[config.mk]
export PLATFORM = sky130hd
export DESIGN_NAME = uof_event_flags
export DESIGN_NICKNAME = d
export VERILOG_FILES = /design/src/hdl/uof_pkg.sv /design/src/hdl/uof_persist.sv /design/src/hdl/uof_event_flags.sv
export SDC_FILE = /design/constraint.sdc
export NUM_CORES = 1
export LEC_CHECK = 0
export BUFFER_PORTS_ARGS = -buffer_cell sky130_fd_sc_hd__buf_2
export CAP_MARGIN = 30
export CORE_MARGIN = 2
export CORE_UTILIZATION = 50
export CTS_CLUSTER_DIAMETER = 50
export DETAILED_ROUTE_END_ITERATION = 10
export PLACE_DENSITY = 0.72
export SLEW_MARGIN = 20
export SYNTH_ARGS = -nofsm -noshare
export SYNTH_HDL_FRONTEND = slang
export SYNTH_SLANG_ARGS = --single-unit
[constraint.sdc]
create_clock -name clk_sys -period 3.3 [get_ports clk_sys]
set_clock_uncertainty 0.05 [all_clocks]
set_input_delay 0.99 -clock clk_sys [delete_from_list [all_inputs] [get_ports clk_sys]]
set_output_delay 0.99 -clock clk_sys [all_outputs]
set_load 0.1 [all_outputs]
[src/hdl/uof_pkg.sv]
// constants shared by the usb event flag block and its timer
package uof_pkg;

  // clock and line timing
  localparam int unsigned CLK_PERIOD_NS = 50;
  localparam int unsigned LINE_HOLD_NS = 2500;
  localparam int unsigned IDLE_HOLD_NS = 3000000;
  // least times, so round up to whole cycles
  localparam int unsigned LINE_HOLD_CYC = (LINE_HOLD_NS + CLK_PERIOD_NS - 1) / CLK_PERIOD_NS;
  localparam int unsigned IDLE_HOLD_CYC = (IDLE_HOLD_NS + CLK_PERIOD_NS - 1) / CLK_PERIOD_NS;
  localparam int unsigned TIMER_W = 16;

  // register indices and byte addresses
  localparam logic [15:0] FLAGS_IDX = 16'h060A;
  localparam logic [15:0] ENABLES_IDX = 16'h060C;
  localparam logic [15:0] FLAGS_ADDR = {FLAGS_IDX[13:0], 2'b00};
  localparam logic [15:0] ENABLES_ADDR = {ENABLES_IDX[13:0], 2'b00};
  localparam logic [15:0] CTRL_ADDR = 16'h1800;
  localparam logic [15:0] ERR_EN_ADDR = 16'h1840;
  localparam logic [15:0] XSTAT_ADDR = 16'h1844;

  // flag and enable bit positions
  localparam int unsigned BIT_RST_DET = 0;
  localparam int unsigned BIT_ERR = 1;
  localparam int unsigned BIT_SOF = 2;
  localparam int unsigned BIT_TOK = 3;
  localparam int unsigned BIT_IDLE = 4;
  localparam int unsigned BIT_RESUME = 5;
  localparam int unsigned BIT_ATTACH = 6;
  localparam int unsigned BIT_STALL = 7;
  localparam logic [7:0] ATTACH_MASK = 8'h40;

  // control register fields
  localparam int unsigned CTRL_HOST_BIT = 0;
  localparam int unsigned CTRL_LOWSPD_BIT = 1;

  // values after reset
  localparam logic [7:0] FLAGS_RST = 8'h00;
  localparam logic [7:0] EN_RST = 8'h00;
  localparam logic [7:0] ERR_EN_RST = 8'h00;
  localparam logic [1:0] CTRL_RST = 2'h0;

  // transfer status queue
  localparam int unsigned TOK_DEPTH = 4;
  localparam logic [2:0] TOK_FULL = 3'h4;

  // axi responses
  localparam logic [1:0] RESP_OKAY = 2'h0;
  localparam logic [1:0] RESP_SLVERR = 2'h2;

endpackage

[src/hdl/uof_persist.sv]
// persistence timer: one pulse once a condition has held for LIMIT cycles
`timescale 1ns/100ps
`default_nettype none
module uof_persist #(
  parameter int unsigned LIMIT = 1
) (
  // clock and reset
  input wire logic clk_sys,
  input wire logic resetn,
  // condition in, pulse out
  input wire logic cond,
  output logic hit
);
  localparam int TW = uof_pkg::TIMER_W;
  localparam logic [TW-1:0] LAST = TW'(LIMIT - 1);

  typedef struct packed {
    logic [TW-1:0] cnt;
    logic fired;
  } uof_persist_st_t;

  uof_persist_st_t s_r;
  uof_persist_st_t s_nxt;

  // fires once per episode; a new episode needs the condition to drop first
  always_comb begin
    s_nxt = s_r;
    hit = 1'b0;
    if (!cond) begin
      s_nxt.cnt = '0;
      s_nxt.fired = 1'b0;
    end else if (!s_r.fired) begin
      if (s_r.cnt == LAST) begin
        s_nxt.fired = 1'b1;
        hit = 1'b1;
      end else begin
        s_nxt.cnt = s_r.cnt + 1'b1;
      end
    end
  end

  // state register
  always_ff @(posedge clk_sys) begin
    if (!resetn) begin
      s_r <= '0;
    end else begin
      s_r <= s_nxt;
    end
  end
endmodule // uof_persist
`default_nettype wire

[src/hdl/uof_event_flags.sv]
// usb otg event flags, enables and transfer status behind an axi4-lite slave
//
// The AXI4-Lite slave port was left to the implementer.
`timescale 1ns/100ps
`default_nettype none
module uof_event_flags #(
  parameter int unsigned IDLE_CYC = uof_pkg::IDLE_HOLD_CYC
) (
  // clock and reset
  input wire logic clk_sys,
  input wire logic resetn,
  // axi4-lite write address and data
  input wire logic [15:0] s_axi_awaddr,
  input wire logic s_axi_awvalid,
  output logic s_axi_awready,
  input wire logic [31:0] s_axi_wdata,
  input wire logic [3:0] s_axi_wstrb,
  input wire logic s_axi_wvalid,
  output logic s_axi_wready,
  // axi4-lite write response
  output logic [1:0] s_axi_bresp,
  output logic s_axi_bvalid,
  input wire logic s_axi_bready,
  // axi4-lite read
  input wire logic [15:0] s_axi_araddr,
  input wire logic s_axi_arvalid,
  output logic s_axi_arready,
  output logic [31:0] s_axi_rdata,
  output logic [1:0] s_axi_rresp,
  output logic s_axi_rvalid,
  input wire logic s_axi_rready,
  // usb line levels
  input wire logic usb_dp,
  input wire logic usb_dm,
  // protocol engine events
  input wire logic token_done,
  input wire logic [7:0] token_status,
  input wire logic sof_token_rx,
  input wire logic sof_threshold_hit,
  input wire logic stall_sent,
  input wire logic [7:0] err_event,
  // interrupt request
  output logic usb_irq
);

  typedef struct packed {
    logic awready;
    logic wready;
    logic bvalid;
    logic [1:0] bresp;
    logic arready;
    logic rvalid;
    logic [1:0] rresp;
    logic [31:0] rdata;
    logic aw_held;
    logic [15:0] aw_addr;
    logic w_held;
    logic [7:0] w_data;
    logic w_lane0;
    logic [7:0] flags;
    logic [7:0] enables;
    logic [7:0] err_en;
    logic host;
    logic low_speed;
    logic [uof_pkg::TOK_DEPTH-1:0][7:0] tok_mem;
    logic [1:0] tok_rd;
    logic [1:0] tok_wr;
    logic [2:0] tok_cnt;
    logic [1:0] line_prev;
    logic irq;
    logic [15:0] se0_run;
    logic [15:0] k_run;
    logic [15:0] j_run;
  } uof_flags_st_t;

  localparam uof_flags_st_t ST_RST = '{
    flags: uof_pkg::FLAGS_RST,
    enables: uof_pkg::EN_RST,
    err_en: uof_pkg::ERR_EN_RST,
    host: uof_pkg::CTRL_RST[uof_pkg::CTRL_HOST_BIT],
    low_speed: uof_pkg::CTRL_RST[uof_pkg::CTRL_LOWSPD_BIT],
    default: '0
  };

  uof_flags_st_t s_r;
  uof_flags_st_t s_nxt;

  logic se0;
  logic j_st;
  logic k_st;
  logic line_quiet;
  logic se0_hit;
  logic attach_hit;
  logic resume_hit;
  logic idle_hit;
  logic wr_fire;
  logic wr_flags;
  logic [7:0] clr;
  logic [7:0] set;
  logic pop;
  logic push;
  logic [7:0] en_eff;

  // line state decode; K and J swap meaning with the speed setting
  assign se0 = !usb_dp && !usb_dm;
  assign j_st = s_r.low_speed ? (!usb_dp && usb_dm) : (usb_dp && !usb_dm);
  assign k_st = s_r.low_speed ? (usb_dp && !usb_dm) : (!usb_dp && usb_dm);
  assign line_quiet = !se0 && ({usb_dp, usb_dm} == s_r.line_prev);

  // one timer per line condition; each pulses once per episode
  uof_persist #(.LIMIT(uof_pkg::LINE_HOLD_CYC)) u_se0_tmr (
    .clk_sys(clk_sys),
    .resetn(resetn),
    .cond(se0),
    .hit(se0_hit)
  );
  uof_persist #(.LIMIT(uof_pkg::LINE_HOLD_CYC)) u_attach_tmr (
    .clk_sys(clk_sys),
    .resetn(resetn),
    .cond(s_r.host && line_quiet),
    .hit(attach_hit)
  );
  uof_persist #(.LIMIT(uof_pkg::LINE_HOLD_CYC)) u_resume_tmr (
    .clk_sys(clk_sys),
    .resetn(resetn),
    .cond(k_st),
    .hit(resume_hit)
  );
  uof_persist #(.LIMIT(IDLE_CYC)) u_idle_tmr (
    .clk_sys(clk_sys),
    .resetn(resetn),
    .cond(j_st),
    .hit(idle_hit)
  );

  // attach enable is still stored, but reads and acts as zero outside host mode
  assign en_eff = s_r.host ? s_r.enables : (s_r.enables & ~uof_pkg::ATTACH_MASK);

  // write commit and flag clear vector
  assign wr_fire = s_r.aw_held && s_r.w_held && !s_r.bvalid;
  assign wr_flags = wr_fire && s_r.w_lane0 && (s_r.aw_addr == uof_pkg::FLAGS_ADDR);
  // whole byte is taken as a clear mask, so stray ones clear too
  assign clr = wr_flags ? s_r.w_data : 8'h00;
  assign pop = clr[uof_pkg::BIT_TOK] && s_r.flags[uof_pkg::BIT_TOK]
               && (s_r.tok_cnt != 3'h0);
  // a full queue drops the newest status rather than stall the engine
  assign push = token_done && ((s_r.tok_cnt != uof_pkg::TOK_FULL) || pop);

  // hardware set sources; only these may raise a flag
  always_comb begin
    set = 8'h00;
    set[uof_pkg::BIT_RST_DET] = se0_hit;
    set[uof_pkg::BIT_ERR] = |(err_event & s_r.err_en);
    set[uof_pkg::BIT_SOF] = s_r.host ? sof_threshold_hit : sof_token_rx;
    set[uof_pkg::BIT_TOK] = push || (pop && (s_r.tok_cnt > 3'h1));
    set[uof_pkg::BIT_IDLE] = idle_hit;
    set[uof_pkg::BIT_RESUME] = resume_hit;
    set[uof_pkg::BIT_ATTACH] = attach_hit;
    set[uof_pkg::BIT_STALL] = !s_r.host && stall_sent;
  end

  // address decode shared by both channels
  function automatic logic addr_known(input logic [15:0] a);
    return (a == uof_pkg::FLAGS_ADDR) || (a == uof_pkg::ENABLES_ADDR)
           || (a == uof_pkg::CTRL_ADDR) || (a == uof_pkg::ERR_EN_ADDR)
           || (a == uof_pkg::XSTAT_ADDR);
  endfunction

  // read mux; narrow registers sit in the low bits, upper bits zero
  function automatic logic [31:0] rd_mux(input logic [15:0] a);
    logic [31:0] w;
    w = 32'h0000_0000;
    unique case (a)
      uof_pkg::FLAGS_ADDR: w[7:0] = s_r.flags;
      uof_pkg::ENABLES_ADDR: w[7:0] = en_eff;
      uof_pkg::CTRL_ADDR: w[1:0] = {s_r.low_speed, s_r.host};
      uof_pkg::ERR_EN_ADDR: w[7:0] = s_r.err_en;
      uof_pkg::XSTAT_ADDR: w[7:0] = (|s_r.tok_cnt) ? s_r.tok_mem[s_r.tok_rd] : 8'h00;
      default: w = 32'h0000_0000;
    endcase
    return w;
  endfunction

  // next state
  always_comb begin
    s_nxt = s_r;
    s_nxt.line_prev = {usb_dp, usb_dm};

    // set wins over a clear in the same cycle
    s_nxt.flags = (s_r.flags & ~clr) | set;

    // transfer status queue
    if (push) begin
      s_nxt.tok_mem[s_r.tok_wr] = token_status;
      s_nxt.tok_wr = s_r.tok_wr + 2'h1;
    end
    if (pop) begin
      s_nxt.tok_rd = s_r.tok_rd + 2'h1;
    end
    unique case ({push, pop})
      2'b10: s_nxt.tok_cnt = s_r.tok_cnt + 3'h1;
      2'b01: s_nxt.tok_cnt = s_r.tok_cnt - 3'h1;
      default: s_nxt.tok_cnt = s_r.tok_cnt;
    endcase

    // write address and data are taken in either order
    if (s_r.awready && s_axi_awvalid) begin
      s_nxt.aw_held = 1'b1;
      s_nxt.aw_addr = s_axi_awaddr;
    end
    if (s_r.wready && s_axi_wvalid) begin
      s_nxt.w_held = 1'b1;
      s_nxt.w_data = s_axi_wdata[7:0];
      s_nxt.w_lane0 = s_axi_wstrb[0];
    end

    // register writes; byte lane 0 carries every implemented bit
    if (wr_fire) begin
      s_nxt.aw_held = 1'b0;
      s_nxt.w_held = 1'b0;
      s_nxt.bvalid = 1'b1;
      s_nxt.bresp = addr_known(s_r.aw_addr) ? uof_pkg::RESP_OKAY : uof_pkg::RESP_SLVERR;
      if (s_r.w_lane0) begin
        unique case (s_r.aw_addr)
          uof_pkg::ENABLES_ADDR: s_nxt.enables = s_r.w_data;
          uof_pkg::ERR_EN_ADDR: s_nxt.err_en = s_r.w_data;
          uof_pkg::CTRL_ADDR: begin
            s_nxt.host = s_r.w_data[uof_pkg::CTRL_HOST_BIT];
            s_nxt.low_speed = s_r.w_data[uof_pkg::CTRL_LOWSPD_BIT];
          end
          default: s_nxt.host = s_r.host;
        endcase
      end
    end else if (s_r.bvalid && s_axi_bready) begin
      s_nxt.bvalid = 1'b0;
    end
    s_nxt.awready = !s_nxt.aw_held && !s_nxt.bvalid;
    s_nxt.wready = !s_nxt.w_held && !s_nxt.bvalid;

    // read channel; reads have no side effects
    if (s_r.arready && s_axi_arvalid) begin
      s_nxt.rvalid = 1'b1;
      s_nxt.rdata = rd_mux(s_axi_araddr);
      s_nxt.rresp = addr_known(s_axi_araddr) ? uof_pkg::RESP_OKAY : uof_pkg::RESP_SLVERR;
    end else if (s_r.rvalid && s_axi_rready) begin
      s_nxt.rvalid = 1'b0;
    end
    s_nxt.arready = !s_nxt.rvalid;

    // request follows the next flags so it never lags them
    s_nxt.irq = |(s_nxt.flags & (s_nxt.host ? s_nxt.enables
                 : (s_nxt.enables & ~uof_pkg::ATTACH_MASK)));

    // run lengths of line states, saturating
    s_nxt.se0_run = !se0 ? 16'h0000 : ((&s_r.se0_run) ? s_r.se0_run : s_r.se0_run + 16'h0001);
    s_nxt.k_run = !k_st ? 16'h0000 : ((&s_r.k_run) ? s_r.k_run : s_r.k_run + 16'h0001);
    s_nxt.j_run = !j_st ? 16'h0000 : ((&s_r.j_run) ? s_r.j_run : s_r.j_run + 16'h0001);
  end

  // state register
  always_ff @(posedge clk_sys) begin
    if (!resetn) begin
      s_r <= ST_RST;
    end else begin
      s_r <= s_nxt;
    end
  end

  // outputs straight from the state flops
  assign s_axi_awready = s_r.awready;
  assign s_axi_wready = s_r.wready;
  assign s_axi_bvalid = s_r.bvalid;
  assign s_axi_bresp = s_r.bresp;
  assign s_axi_arready = s_r.arready;
  assign s_axi_rvalid = s_r.rvalid;
  assign s_axi_rdata = s_r.rdata;
  assign s_axi_rresp = s_r.rresp;
  assign usb_irq = s_r.irq;

  // checks
  localparam logic [15:0] LINE_LAST = 16'(uof_pkg::LINE_HOLD_CYC - 1);
  localparam logic [15:0] IDLE_LAST = 16'(IDLE_CYC - 1);
endmodule // uof_event_flags
`default_nettype wire

# Word level (Yosys, flattened, before mapping)
# Cells that the tools add are included.
dict set report op_classes {
  bitwise_logic 13
  muxes 47
  reduce_logical 56
  magnitude_cmp 4
  eq_ne 18
  n_addsub 8
}
# op n
set op_table {}
lappend op_table {{$eq A16 B13 Y1 const B} 10}
lappend op_table {{$add A16 B1 Y16 const B} 4}
lappend op_table {{$eq A16 B6 Y1 const B} 3}
lappend op_table {{$mux W8} 6}
lappend op_table {{$mux W18} 2}
lappend op_table {{$bwmux W32} 1}
lappend op_table {{$mux W1} 27}
lappend op_table {{$and A8 B8 Y8} 3}
lappend op_table {{$pmux W6 S4} 1}
lappend op_table {{$logic_and A1 B1 Y1} 22}
lappend op_table {{$mux W17} 1}
lappend op_table {{$bmux W8 S2} 1}
lappend op_table {{$demux W8 S2} 1}
lappend op_table {{$eq A16 B16 Y1 const B} 1}
lappend op_table {{$reduce_and A2 Y1} 8}
lappend op_table {{$reduce_or A8 Y1} 2}
lappend op_table {{$mux W7} 2}
lappend op_table {{$logic_or A1 B1 Y1} 10}
lappend op_table {{$mux W10} 1}
lappend op_table {{$pmux W2 S5} 1}
lappend op_table {{$logic_not A1 Y1} 9}
lappend op_table {{$not A1 Y1} 8}
lappend op_table {{$not A8 Y8} 1}
lappend op_table {{$or A8 B8 Y8} 1}
lappend op_table {{16 further kinds} 20}
dict set report word_totals {
  inputBits 97
  out_inout_bits 42
  regBits 180
  word_cells 181
}

# Longest topological paths before layout
# Gate-level depths: netlist (run 1).
dict set report depth {
  word_depth 13
  depth_mapped 9
  ltp_nobuf 9
}

# Modules after synthesis
# A second synthesis (run 1) with hierarchy kept.
dict set report hier_totals {
  cells_unflattened 972
  area_unflattened_um2 8926.1
}
# module seq_area_each_um2 instances cells_each area_each_um2
set modules_own_cells {}
lappend modules_own_cells {uof_event_flags 2202.1 1 563 5195.0}
lappend modules_own_cells {{uof_persist at u_attach_tmr ...} 340.3 3 100 932.1}
lappend modules_own_cells {{uof_persist at u_idle_tmr} 340.3 1 109 934.6}

# Least setup slack after synthesis (run 1)
# OpenSTA, ideal clock, no wires.
dict set report synth_timing {
  path_type {register to register}
  startpoint {register s_r, in the netlist s_axi_bvalid}
  endpoint {register s_r, in the netlist usb_irq}
  required_time_ns 3.125
  path_buffers 1
  t_arrival_ns 2.686
  slack_ns 0.439
  setup_time_ns 0.125
  synth_period_minus_slack_ns 2.861
  stages_incl_launch_ff 8
  cell_sequence {dfxtp_1 nand3b_1 nor4_4 and4_2 buf_4 mux2_2 a2bb2o_4 o41a_1}
}
dict set report synth_between {
  elab_chain_cells 13
  elab_cells_between_ends 18
  classes_between {3 x mux; 4 x bitwise; 11 x reduce/logical}
}
# element line
set synth_lines {}
lappend synth_lines {{from (decl)} uof_event_flags.sv:85} ;# uof_flags_st_t s_r;
lappend synth_lines {{from (signal assigned)} uof_event_flags.sv:265} ;# s_r <= s_nxt;
lappend synth_lines {{$logic_not A1 Y1 *} uof_event_flags.sv:140} ;# assign wr_fire = s_r.aw_held && s_r.w_held && !s_r.bvalid;
lappend synth_lines {{$logic_and A1 B1 Y1 *} uof_event_flags.sv:140}
lappend synth_lines {{$logic_and A1 B1 Y1 (2 in series)} uof_event_flags.sv:141} ;# assign wr_flags = wr_fire && s_r.w_lane0 && (s_r.aw_addr == uof_pkg::FLAGS_ADDR);
lappend synth_lines {{$mux W8} uof_event_flags.sv:143} ;# assign clr = wr_flags ? s_r.w_data : 8'h00;
lappend synth_lines {{$logic_and A1 B1 Y1} uof_event_flags.sv:144} ;# assign pop = clr[uof_pkg::BIT_TOK] && s_r.flags[uof_pkg::BIT_TOK]
lappend synth_lines {{$logic_and A1 B1 Y1} uof_event_flags.sv:145} ;# && (s_r.tok_cnt != 3'h0);
lappend synth_lines {{$logic_or A1 B1 Y1} uof_event_flags.sv:147} ;# assign push = token_done && ((s_r.tok_cnt != uof_pkg::TOK_FULL) || pop);
lappend synth_lines {{$logic_and A1 B1 Y1} uof_event_flags.sv:147}
lappend synth_lines {{$logic_or A1 B1 Y1} uof_event_flags.sv:155} ;# set[uof_pkg::BIT_TOK] = push || (pop && (s_r.tok_cnt > 3'h1));
lappend synth_lines {{$or A8 B8 Y8} uof_event_flags.sv:190} ;# s_nxt.flags = (s_r.flags & ~clr) | set;
lappend synth_lines {{$and A8 B8 Y8 *} uof_event_flags.sv:251} ;# s_nxt.irq = |(s_nxt.flags & (s_nxt.host ? s_nxt.enables
lappend synth_lines {{$reduce_or A8 Y1 *} uof_event_flags.sv:251}
# Mark *: on every way between the ends. The rest lies on a longest branch, timed or not.
# A chain may end at the register's enable or synchronous reset.

# Worst setup path after layout (run 1)
dict set report layout_timing {
  startpoint {register s_r[134] in the netlist's numbering}
  endpoint {register s_r, in the netlist usb_irq}
}
dict set report layout_between {
  elab_chain_cells 11
  elab_cells_between_ends 21
  classes_between {3 x eq/ne; 6 x mux; 4 x bitwise; 8 x reduce/logical}
}
# element line
set layout_lines {}
lappend layout_lines {{$eq A16 B13 Y1} uof_event_flags.sv:141}
lappend layout_lines {{$logic_and A1 B1 Y1} uof_event_flags.sv:141}
lappend layout_lines {{$mux W8} uof_event_flags.sv:143}
lappend layout_lines {{$logic_and A1 B1 Y1} uof_event_flags.sv:144}
lappend layout_lines {{$logic_and A1 B1 Y1} uof_event_flags.sv:145}
lappend layout_lines {{$logic_or A1 B1 Y1} uof_event_flags.sv:147}
lappend layout_lines {{$logic_and A1 B1 Y1} uof_event_flags.sv:147}
lappend layout_lines {{$logic_or A1 B1 Y1} uof_event_flags.sv:155}
lappend layout_lines {{$or A8 B8 Y8} uof_event_flags.sv:190}
lappend layout_lines {{$and A8 B8 Y8 *} uof_event_flags.sv:251}
lappend layout_lines {{$reduce_or A8 Y1 *} uof_event_flags.sv:251}
# Marks and branches as above.

==> results of run 1 <==
## path summary, 6_finish.rpt
kind | start | endpoint | slack, ns | depth (start not counted)
worst max-delay path | s_r[134] | usb_irq | 0.41 | 6
worst min-delay path | s_r[137] | s_r[137] | 0.41 | 2
worst max register to register | s_r[134] | usb_irq | 0.41 | 6
worst min register to register | s_r[137] | s_r[137] | 0.41 | 2
## state kept, by name, indices dropped and copies added (netlist names)
register,flops
s_r,94
u_resume_tmr.s_r,17
s_axi_rvalid,1
s_axi_rdata,8
u_attach_tmr.s_r,17
usb_irq,1
s_axi_wready,1
s_axi_awready,1
u_se0_tmr.s_r,17
s_axi_arready,1
s_axi_bresp,1
u_idle_tmr.s_r,17
s_axi_bvalid,1
s_axi_rresp,1
## power by group through the flow
stage	clock [mW]	combinational, mW	sequential [mW]
after floorplan	0	0.376	2.31
after global placement	0	0.473	2.29
after detailed placement	0	0.477	2.29
after CTS	2.07	0.480	2.24
after global routing	2.16	0.510	2.25
final	2.04	0.478	2.24
## layout by cell type, fill, tap and decap left out, drive strengths merged, types with 26 or more instances in the layout
cell type,netlist,routed
dfxtp,178,178
nor2b,32,32
nand2,103,103
conb,1,26
nor2,77,77
xor2,38,38
o21ai,54,54
a21boi,32,32
buf,39,92
nand3,55,55
## layer usage
metal | vias up | GRT usage [%] | part of all wire, %
met5 | - | 0 | 0
met4 | 0 | 4.771 | 0.71
met1 | 3068 | 27.67 | 48
met3 | 7 | 4.344 | 4.1
li1 | 3226 | - | -
met2 | 125 | 32.78 | 47
## kinds of logic after synthesis
logic type / after synthesis / share of synthesized area (%)
DFF: 178 / 43.59
buffers and inverters: 90 / 6.138
muxes: 31 / 5.082
and+or+nand+nor: 392 / 24.98
AOI/OAI and AO/OA: 143 / 11.39
xor gates and xnor gates: 59 / 6.322
adders and majority gates: 16 / 2.449
other: 1 / 0.04588
## per-stage QoR
| stage | cells | utilization [%] | hold slack, ns | cell area [µm²] |
|---|---|---|---|---|
| finish | 1199 | 57.60 | 0.4081 | 9183 |
| global route | 1199 | 57.60 | 0.4311 | 9183 |
| CTS | 1199 | 57.60 | 0.4136 | 9183 |
| detailed placement | 1168 | 53.84 | 0.4046 | 8583 |
| global placement | 1168 | 53.84 | 0.3969 | 8583 |
| floorplan | 935 | - | 0.3826 | 8268 |
## critical path, stage by stage, from the launching register on
cell and delay [ns]:
dfxtp_1 0.30, or4b_1 0.59, nor4_4 0.38, and4_2 0.48, mux2_2 0.39, a2bb2o_4 0.20
o41a_1 0.38
## synth_stat cells (15+ instances only)
library cell  instances
xor2_1               38
buf_4                38
clkbuf_1             34
dfxtp_1             178
nand3_1              55
and2_1               15
nor2_1               77
nand4_1              23
ha_1                 16
nor2b_1              32
o21ai_0              54
nand2_1             103
inv_1                15
a21oi_1              20
xnor2_1              21
a21boi_0             32
mux2i_1              19
## cell type report
cell class                      count  area (µm²)  share of cell area (%)
Multi-Input combinational cell    667        4203                   45.77
Sequential cell                   178        3563                   38.81
Clock buffer                       24       501.7                   5.464
Timing Repair Buffer               92       490.5                   5.341
Tap cell                          216       270.3                   2.943
Clock inverter                      7       97.59                   1.063
Inverter                           15       56.30                  0.6132
==> flow_summary.ini, run 1 <==
[die]
die_h_um = 131.9
io_pins = 139
num_rows = 46
core_area_um2 = 15940
start_util_pct = 51.27
die_w_um = 131.9
dieArea_um2 = 17390

[clocking]
cts_setup_buffers = 0
cts_tree = done
clock-sinks = 178
htreeDepth = 4
cts_made_buffers = 17
cts_root_buffer = clkbuf_16
clk_path_buf_depth = 2
clk_pin_slew_ns = 0.06
clk_latency_ns = 0.42
cts-hold-fix-buffers = 0
cts_resized = 0

[cells_and_area]
n_fill_cell = 1485
drive_gt1_share_pct = 15.16
n_antenna_cell = 0
area_delta_synth_final_pct = 12.34
nNetsFinal = 1084

[timing]
fin_crit_ns = 2.887
final.period_utilization_pct = 87.48
rsz0062_at_grt = false
fmax_ghz = 0.3464
hold_violations = 0
finalSetupViolations = 0
fin_setup_tns_ns = 0
relSlewSlack_pct = 57.72
worst_slack_ns = 0.4131
worst_pin_slew_ns = 0.6284
slew_violations = 0

[synth]
ys.flop_type = dfxtp_1
seq_area_frac_synth_pct = 43.59
synth_top_area_share_pct = 43.59
synth_area_um2 = 8174
yosysTopAreaCell = dfxtp_1
ys.warnings.count = 0
ys_ff_latch = 178
synth_edf_count = 0
async_reset_ff_share_pct = 0
syn_inst = 910
avgSynthCellArea_um2 = 8.983
post_synth_num_cell_types = 63
synth_area_leaders = dfxtp_1 (44%), nand2_1 (4.7%), xor2_1 (4.1%)

[routing]
route.final.wire_length_mm = 17.71
drc = 0
drt_iter0_markers = 338
first_pass_iters = 5
ant_nets = 0
drt-vias-per-instance = 5.359
routed-via-count = 6426
wl_per_cell_um = 14.77

[setup_path]
critical_path.endpoint_type = flop
critPathLaunchType = flop
critPathMaxFanout = 8
critical_path_arrival_ns = 3.14
worst-setup-path-type = reg2reg
crit_required_ns = 3.56

[grt]
grt_max_degree = 46
antenna_found_initial = 0
grt_usage_pct = 20.23
grt_first_pass_wirelength_mm = 28.62
grt_overflow_total = 0
grt_pass1_vias = 5792

[placed_design]
pre_cts_ws_ns = 0.4187
dp_hpwl_mm = 12.59
gp_congestion = 0.7992
place.port_buffers = 85

[status]
status = finished, final reports clean

[power_and_ir_drop]
seqPwrFrac_pct = 47.1
finalPower_mw = 4.756
power_density_nw_per_um2 = 518.0
p_clk_share_pct = 42.8
internal_power_mw = 3.537
peakVddDrop_v = 0.0003764
power_frac_comb_pct = 10.1
switching_share_pct = 25.64
p_leak_nw = 3.466
power_switching_mw = 1.219

[run]
maxCapViolations = 0

[hold_path]
hold_path_class = reg2reg
(Power assumes the default switching activity.)
==> run 2, diff against run 1 <==
--- a/config.mk
+++ b/config.mk
@@ -7,3 +7,3 @@
 export LEC_CHECK = 0
-export BUFFER_PORTS_ARGS = -buffer_cell sky130_fd_sc_hd__buf_2
+export BUFFER_PORTS_ARGS = -buffer_cell sky130_fd_sc_hd__buf_4
 export CAP_MARGIN = 30
@@ -13,3 +13,3 @@
 export DETAILED_ROUTE_END_ITERATION = 10
-export PLACE_DENSITY = 0.72
+export PLACE_DENSITY = 0.82
 export SLEW_MARGIN = 20
--- a/constraint.sdc
+++ b/constraint.sdc
@@ -4,2 +4,2 @@
 set_output_delay 0.99 -clock clk_sys [all_outputs]
-set_load 0.1 [all_outputs]
+set_load 0.02 [all_outputs]
==> flow_summary.ini, run 2 (synthesis gave the netlist of run 1 again) <==
[setup_path]
crit_required_ns = 3.55
critPathMaxFanout = 8
reg2reg_slack_ns = 0.52
worst-setup-path-type = reg2reg
rr_endpoint = usb_irq
crit_buf_inv = 0
cp_slowest_cell = or4_4
r2r_cells = 6
reg2reg_from = s_r[126]
critPathLaunchType = flop
critical_path_arrival_ns = 3.04
crit_chain = or4_4 > nor4_4 > and4_2 > mux2_2 > a2bb2o_4 > o41a_1
cp_top_family = simple AND/OR/NAND/NOR gates
max_stage_delay_ns = 0.54
critical_path.endpoint_type = flop

[hold_path]
hold_path_class = reg2reg
holdPathEnd = s_r[138]
min_from = s_r[138]
whs_path_depth = 2

[timing]
hold_violations = 0
slew_violations = 0
fin_setup_tns_ns = 0
relSlewSlack_pct = 47.20
finalSetupViolations = 0
rsz0062_at_grt = false
worst_pin_slew_ns = 0.7847
final.period_utilization_pct = 84.32
fmax_ghz = 0.3594
fin_crit_ns = 2.783

[grt]
antenna_found_initial = 0
grt_overflow_total = 0
grt_util_met2_pct = 33.19
grt_max_degree = 39
use_met3_pct = 5.459
grt_pass1_vias = 5950
grt_usage_pct = 20.35
grt.busiest_layer = met2
grt_first_pass_wirelength_mm = 28.77
met1_usage_pct = 26.30

[power_and_ir_drop]
peakVddDrop_v = 0.0003594
p_leak_nw = 3.519
power_density_nw_per_um2 = 490.0

[cells_and_area]
largest-register = s_r
fin_area_um2 = 9366
n_antenna_cell = 0
drive_gt1_share_pct = 15.36
final-instance-count-excl-fill = 1199
area_delta_synth_final_pct = 14.59
final_cell_mix = dfxtp_1 (178), nand2_1 (103), buf_4 (91)
layout_commonest_cell = dfxtp_1
largest_reg_flops = 94
n_fill_cell = 1389
nNetsFinal = 1083

[routing]
first_pass_iters = 7
drt-vias-per-instance = 5.384
routed-via-count = 6456
route.final.wire_length_mm = 17.55
drt_iter0_markers = 454
wl_per_cell_um = 14.64
ant_nets = 0
drc = 0

[clocking]
cts_resized = 0
cts_root_buffer = clkbuf_16
cts_setup_buffers = 0
cts_made_buffers = 17
clk_path_buf_depth = 2
clock-sinks = 178
cts_tree = done
htreeDepth = 4
clk_pin_slew_ns = 0.07
cts-hold-fix-buffers = 0
clk_latency_ns = 0.44

[placed_design]
dp.cells = 1167
placed_area_um2 = 8776
dp_hpwl_mm = 12.52
gp_congestion = 0.8352
place.port_buffers = 85

[die]
num_rows = 46
start_util_pct = 51.27
die_h_um = 131.9
die_w_um = 131.9
dieArea_um2 = 17390
core_area_um2 = 15940
io_pins = 139

[run]
maxCapViolations = 0

[status]
status = finished, final reports clean
==> run 2: how the worst max path moves through the flow <==
stage	start	end	cells after the start
6_report	s_r[126]	usb_irq	6
5_1_grt	s_r[134]	s_r[53]	8
4_1_cts	s_r[126]	usb_irq	6
3_5_place_dp	s_axi_araddr[1]	s_axi_rdata[6]	8
3_3_place_gp	s_axi_araddr[1]	s_axi_rdata[6]	8
2_1_floorplan	s_r[126]	usb_irq	7
==> run 2: through the flow <==
stage / hold slack [ns] / total power [mW] / worst slack, ns / util, %
final: 0.4094 / 4.589 / 0.5174 / 58.75
after global routing: 0.4308 / 4.767 / 0.4042 / 58.75
after CTS: 0.4144 / 4.625 / 0.4959 / 58.75
after detailed placement: 0.4072 / 2.625 / 0.4147 / 55.05
after global placement: 0.3952 / 2.617 / 0.5020 / 55.05
after floorplan: 0.3826 / 2.519 / 0.6700 / -
==> run 2: cell type report <==
cell class / instances / area, µm² / area share [%]
Multi-Input combinational cell: 667 / 4203 / 44.87
Clock buffer: 17 / 425.4 / 4.542
Sequential cell: 178 / 3563 / 38.04
Inverter: 15 / 56.30 / 0.6011
Timing Repair Buffer: 91 / 683.2 / 7.294
Clock inverter: 15 / 165.2 / 1.763
Tap cell: 216 / 270.3 / 2.885
==> run 2: tightest hold or removal path, cell delays in order (launching register included) <==
cell	delay, ns
dfxtp_1	0.31
nand2_1	0.05
a21boi_0	0.06
==> run 2: metal layers <==
layer	wire length, µm	share of wire (%)
met3	1077	6.1
met5	0	0
met2	8481	48
met4	216	1.2
met1	7774	44
==> run 2: where the power goes <==
part | leakage (nW) | switching [mW] | internal, mW | total (mW)
sequential | 1.44 | 0.0421 | 2.20 | 2.24
combinational | 1.79 | 0.187 | 0.145 | 0.332
clock | 0.290 | 0.935 | 1.08 | 2.01
==> run 3, diff against run 2 <==
- clock period: 3.3 -> 2.9 ns (I/O delays scaled with it)
==> flow_summary.ini, run 3 (synthesis gave the netlist of run 1 again) <==
[status]
status = finished, final reports clean

[routing]
ant_nets = 0
routed-via-count = 6522
drt_iter0_markers = 469
first_pass_iters = 5
wl_per_cell_um = 14.60
drc = 0
route.final.wire_length_mm = 17.63
drt-vias-per-instance = 5.399

[setup_path]
worst-setup-path-type = reg2reg
crit_buf_inv = 1
crit_required_ns = 3.16
rr_endpoint = usb_irq
critical_path_arrival_ns = 2.97
cp_slowest_cell = or4b_1
cp-startpoint = s_r[134]
cp-endpoint = usb_irq
max_stage_delay_ns = 0.57
crit_chain = or4b_1 > nor4_4 > and4_2 > buf_4 > mux2i_1 > o22ai_1 > o41a_1
critical_path.endpoint_type = flop
critPathMaxFanout = 5
reg2reg_from = s_r[134]
r2r_cells = 7
cp_top_family = simple AND/OR/NAND/NOR gates
reg2reg_slack_ns = 0.19
critPathLaunchType = flop
cp.depth = 7

[timing]
finalSetupViolations = 0
fmax_ghz = 0.3694
timing.hold.ws_ns = 0.4194
hold_violations = 0
relSlewSlack_pct = 58.89
rsz0062_at_grt = false
fin_crit_ns = 2.707
fin_setup_tns_ns = 0
worst_pin_slew_ns = 0.6166
final.period_utilization_pct = 93.36
slew_violations = 0

[power_and_ir_drop]
p_clk_share_pct = 42.8
power_frac_comb_pct = 7.6
switching_share_pct = 25.78
power_density_nw_per_um2 = 544.9
p_leak_nw = 3.549
internal_power_mw = 3.816
power_switching_mw = 1.326
peakVddDrop_v = 0.0004390
seqPwrFrac_pct = 49.7

[clocking]
cts_tree = done
cts_made_buffers = 17
htreeDepth = 4
clk_path_buf_depth = 2
clk_pin_slew_ns = 0.07
clk_latency_ns = 0.44
cts_root_buffer = clkbuf_16
clock-sinks = 178

[grt]
grt_pass1_vias = 6085
grt_first_pass_wirelength_mm = 29.34
grt_max_degree = 53
grt_usage_pct = 20.63
grt_overflow_total = 0
antenna_found_initial = 0

[cells_and_area]
final_cell_mix = dfxtp_1 (178), nand2_1 (103), buf_4 (99)
largest-register = s_r
drive_gt1_share_pct = 16.23
area_delta_synth_final_pct = 15.44
largest_reg_flops = 94
layout_commonest_cell = dfxtp_1
final-instance-count-excl-fill = 1208
utilization_pct = 59.19
n_antenna_cell = 0
nNetsFinal = 1092

[die]
io_pins = 139
start_util_pct = 51.27
dieArea_um2 = 17390
die_w_um = 131.9
die_h_um = 131.9
num_rows = 46
core_area_um2 = 15940

[placed_design]
gp_congestion = 0.8536
dp_hpwl_mm = 12.63
dp.cells = 1176
place.port_buffers = 85

[run]
maxCapViolations = 0

[hold_path]
whs_path_depth = 2
hold_path_class = reg2reg
run 3: changes by cell type in the layout (fill, tap and decap cells not counted), sizes merged:
cell / previous run / this run
buf: 91 / 100
clkinvlp: 1 / 3
bufinv: 1 / 0
clkinv: 4 / 3
run 3: power groups by stage:
stage	clock [mW]	combinational (mW)	sequential (mW)
4_1_cts	2.23	0.389	2.55
3_3_place_gp	0	0.379	2.61
3_5_place_dp	0	0.386	2.61
6_report	2.20	0.389	2.55
5_1_grt	2.35	0.428	2.56
2_1_floorplan	0	0.267	2.60
run 3: final cells by class:
class / count / area [µm²]
fillers: 1398 / 6506
multi-input cells: 667 / 4215
flip-flops and latches: 178 / 3563
repair buffers: 100 / 763.2
clock buffers: 17 / 425.4
well taps: 216 / 270.3
clock inverters: 15 / 142.6
inverters: 15 / 56.30
run 3: worst reg2reg max path, stage by stage (launching register included):
cell	delay [ns]
dfxtp_1	0.31
or4b_1	0.57
nor4_4	0.31
and4_2	0.35
buf_4	0.18
mux2i_1	0.29
o22ai_1	0.11
o41a_1	0.42
run 3: how the worst min path moves through the flow:
stage	from	to	slack [ns]
floorplan	s_r[125]	s_axi_wready	0.38
global placement	s_r[134]	s_r[134]	0.40
detailed placement	s_r[77]	s_r[77]	0.41
CTS	s_r[140]	s_r[140]	0.42
global route	s_r[136]	s_r[136]	0.44
finish	s_r[140]	s_r[140]	0.42
run 3: what timing repair did:
| item | in CTS | in global routing |
|---|---|---|
| gates resized for setup | 0 | 1 |
| setup buffers | 0 | 0 |
| hold buffers | 0 | 0 |
| setup endpoints to repair | 0 | 1 |
| hold endpoints to repair | 0 | 0 |
run 3: stage by stage:
stage          power, mW  setup slack [ns]  instance area [µm²]
4_1_cts            5.175            0.1384                 9424
3_3_place_gp       2.986            0.2169                 8856
2_1_floorplan      2.866            0.2700                 8268
5_1_grt            5.339           0.04225                 9437
3_5_place_dp       2.996            0.1749                 8856
6_report           5.142            0.1926                 9437
run 3: layer usage:
metal | share of wire [%] | global-route usage (%)
met4 | 1.9 | 7.186
met1 | 46 | 26.70
met2 | 48 | 33.91
met5 | 0 | 0
met3 | 4.5 | 4.729
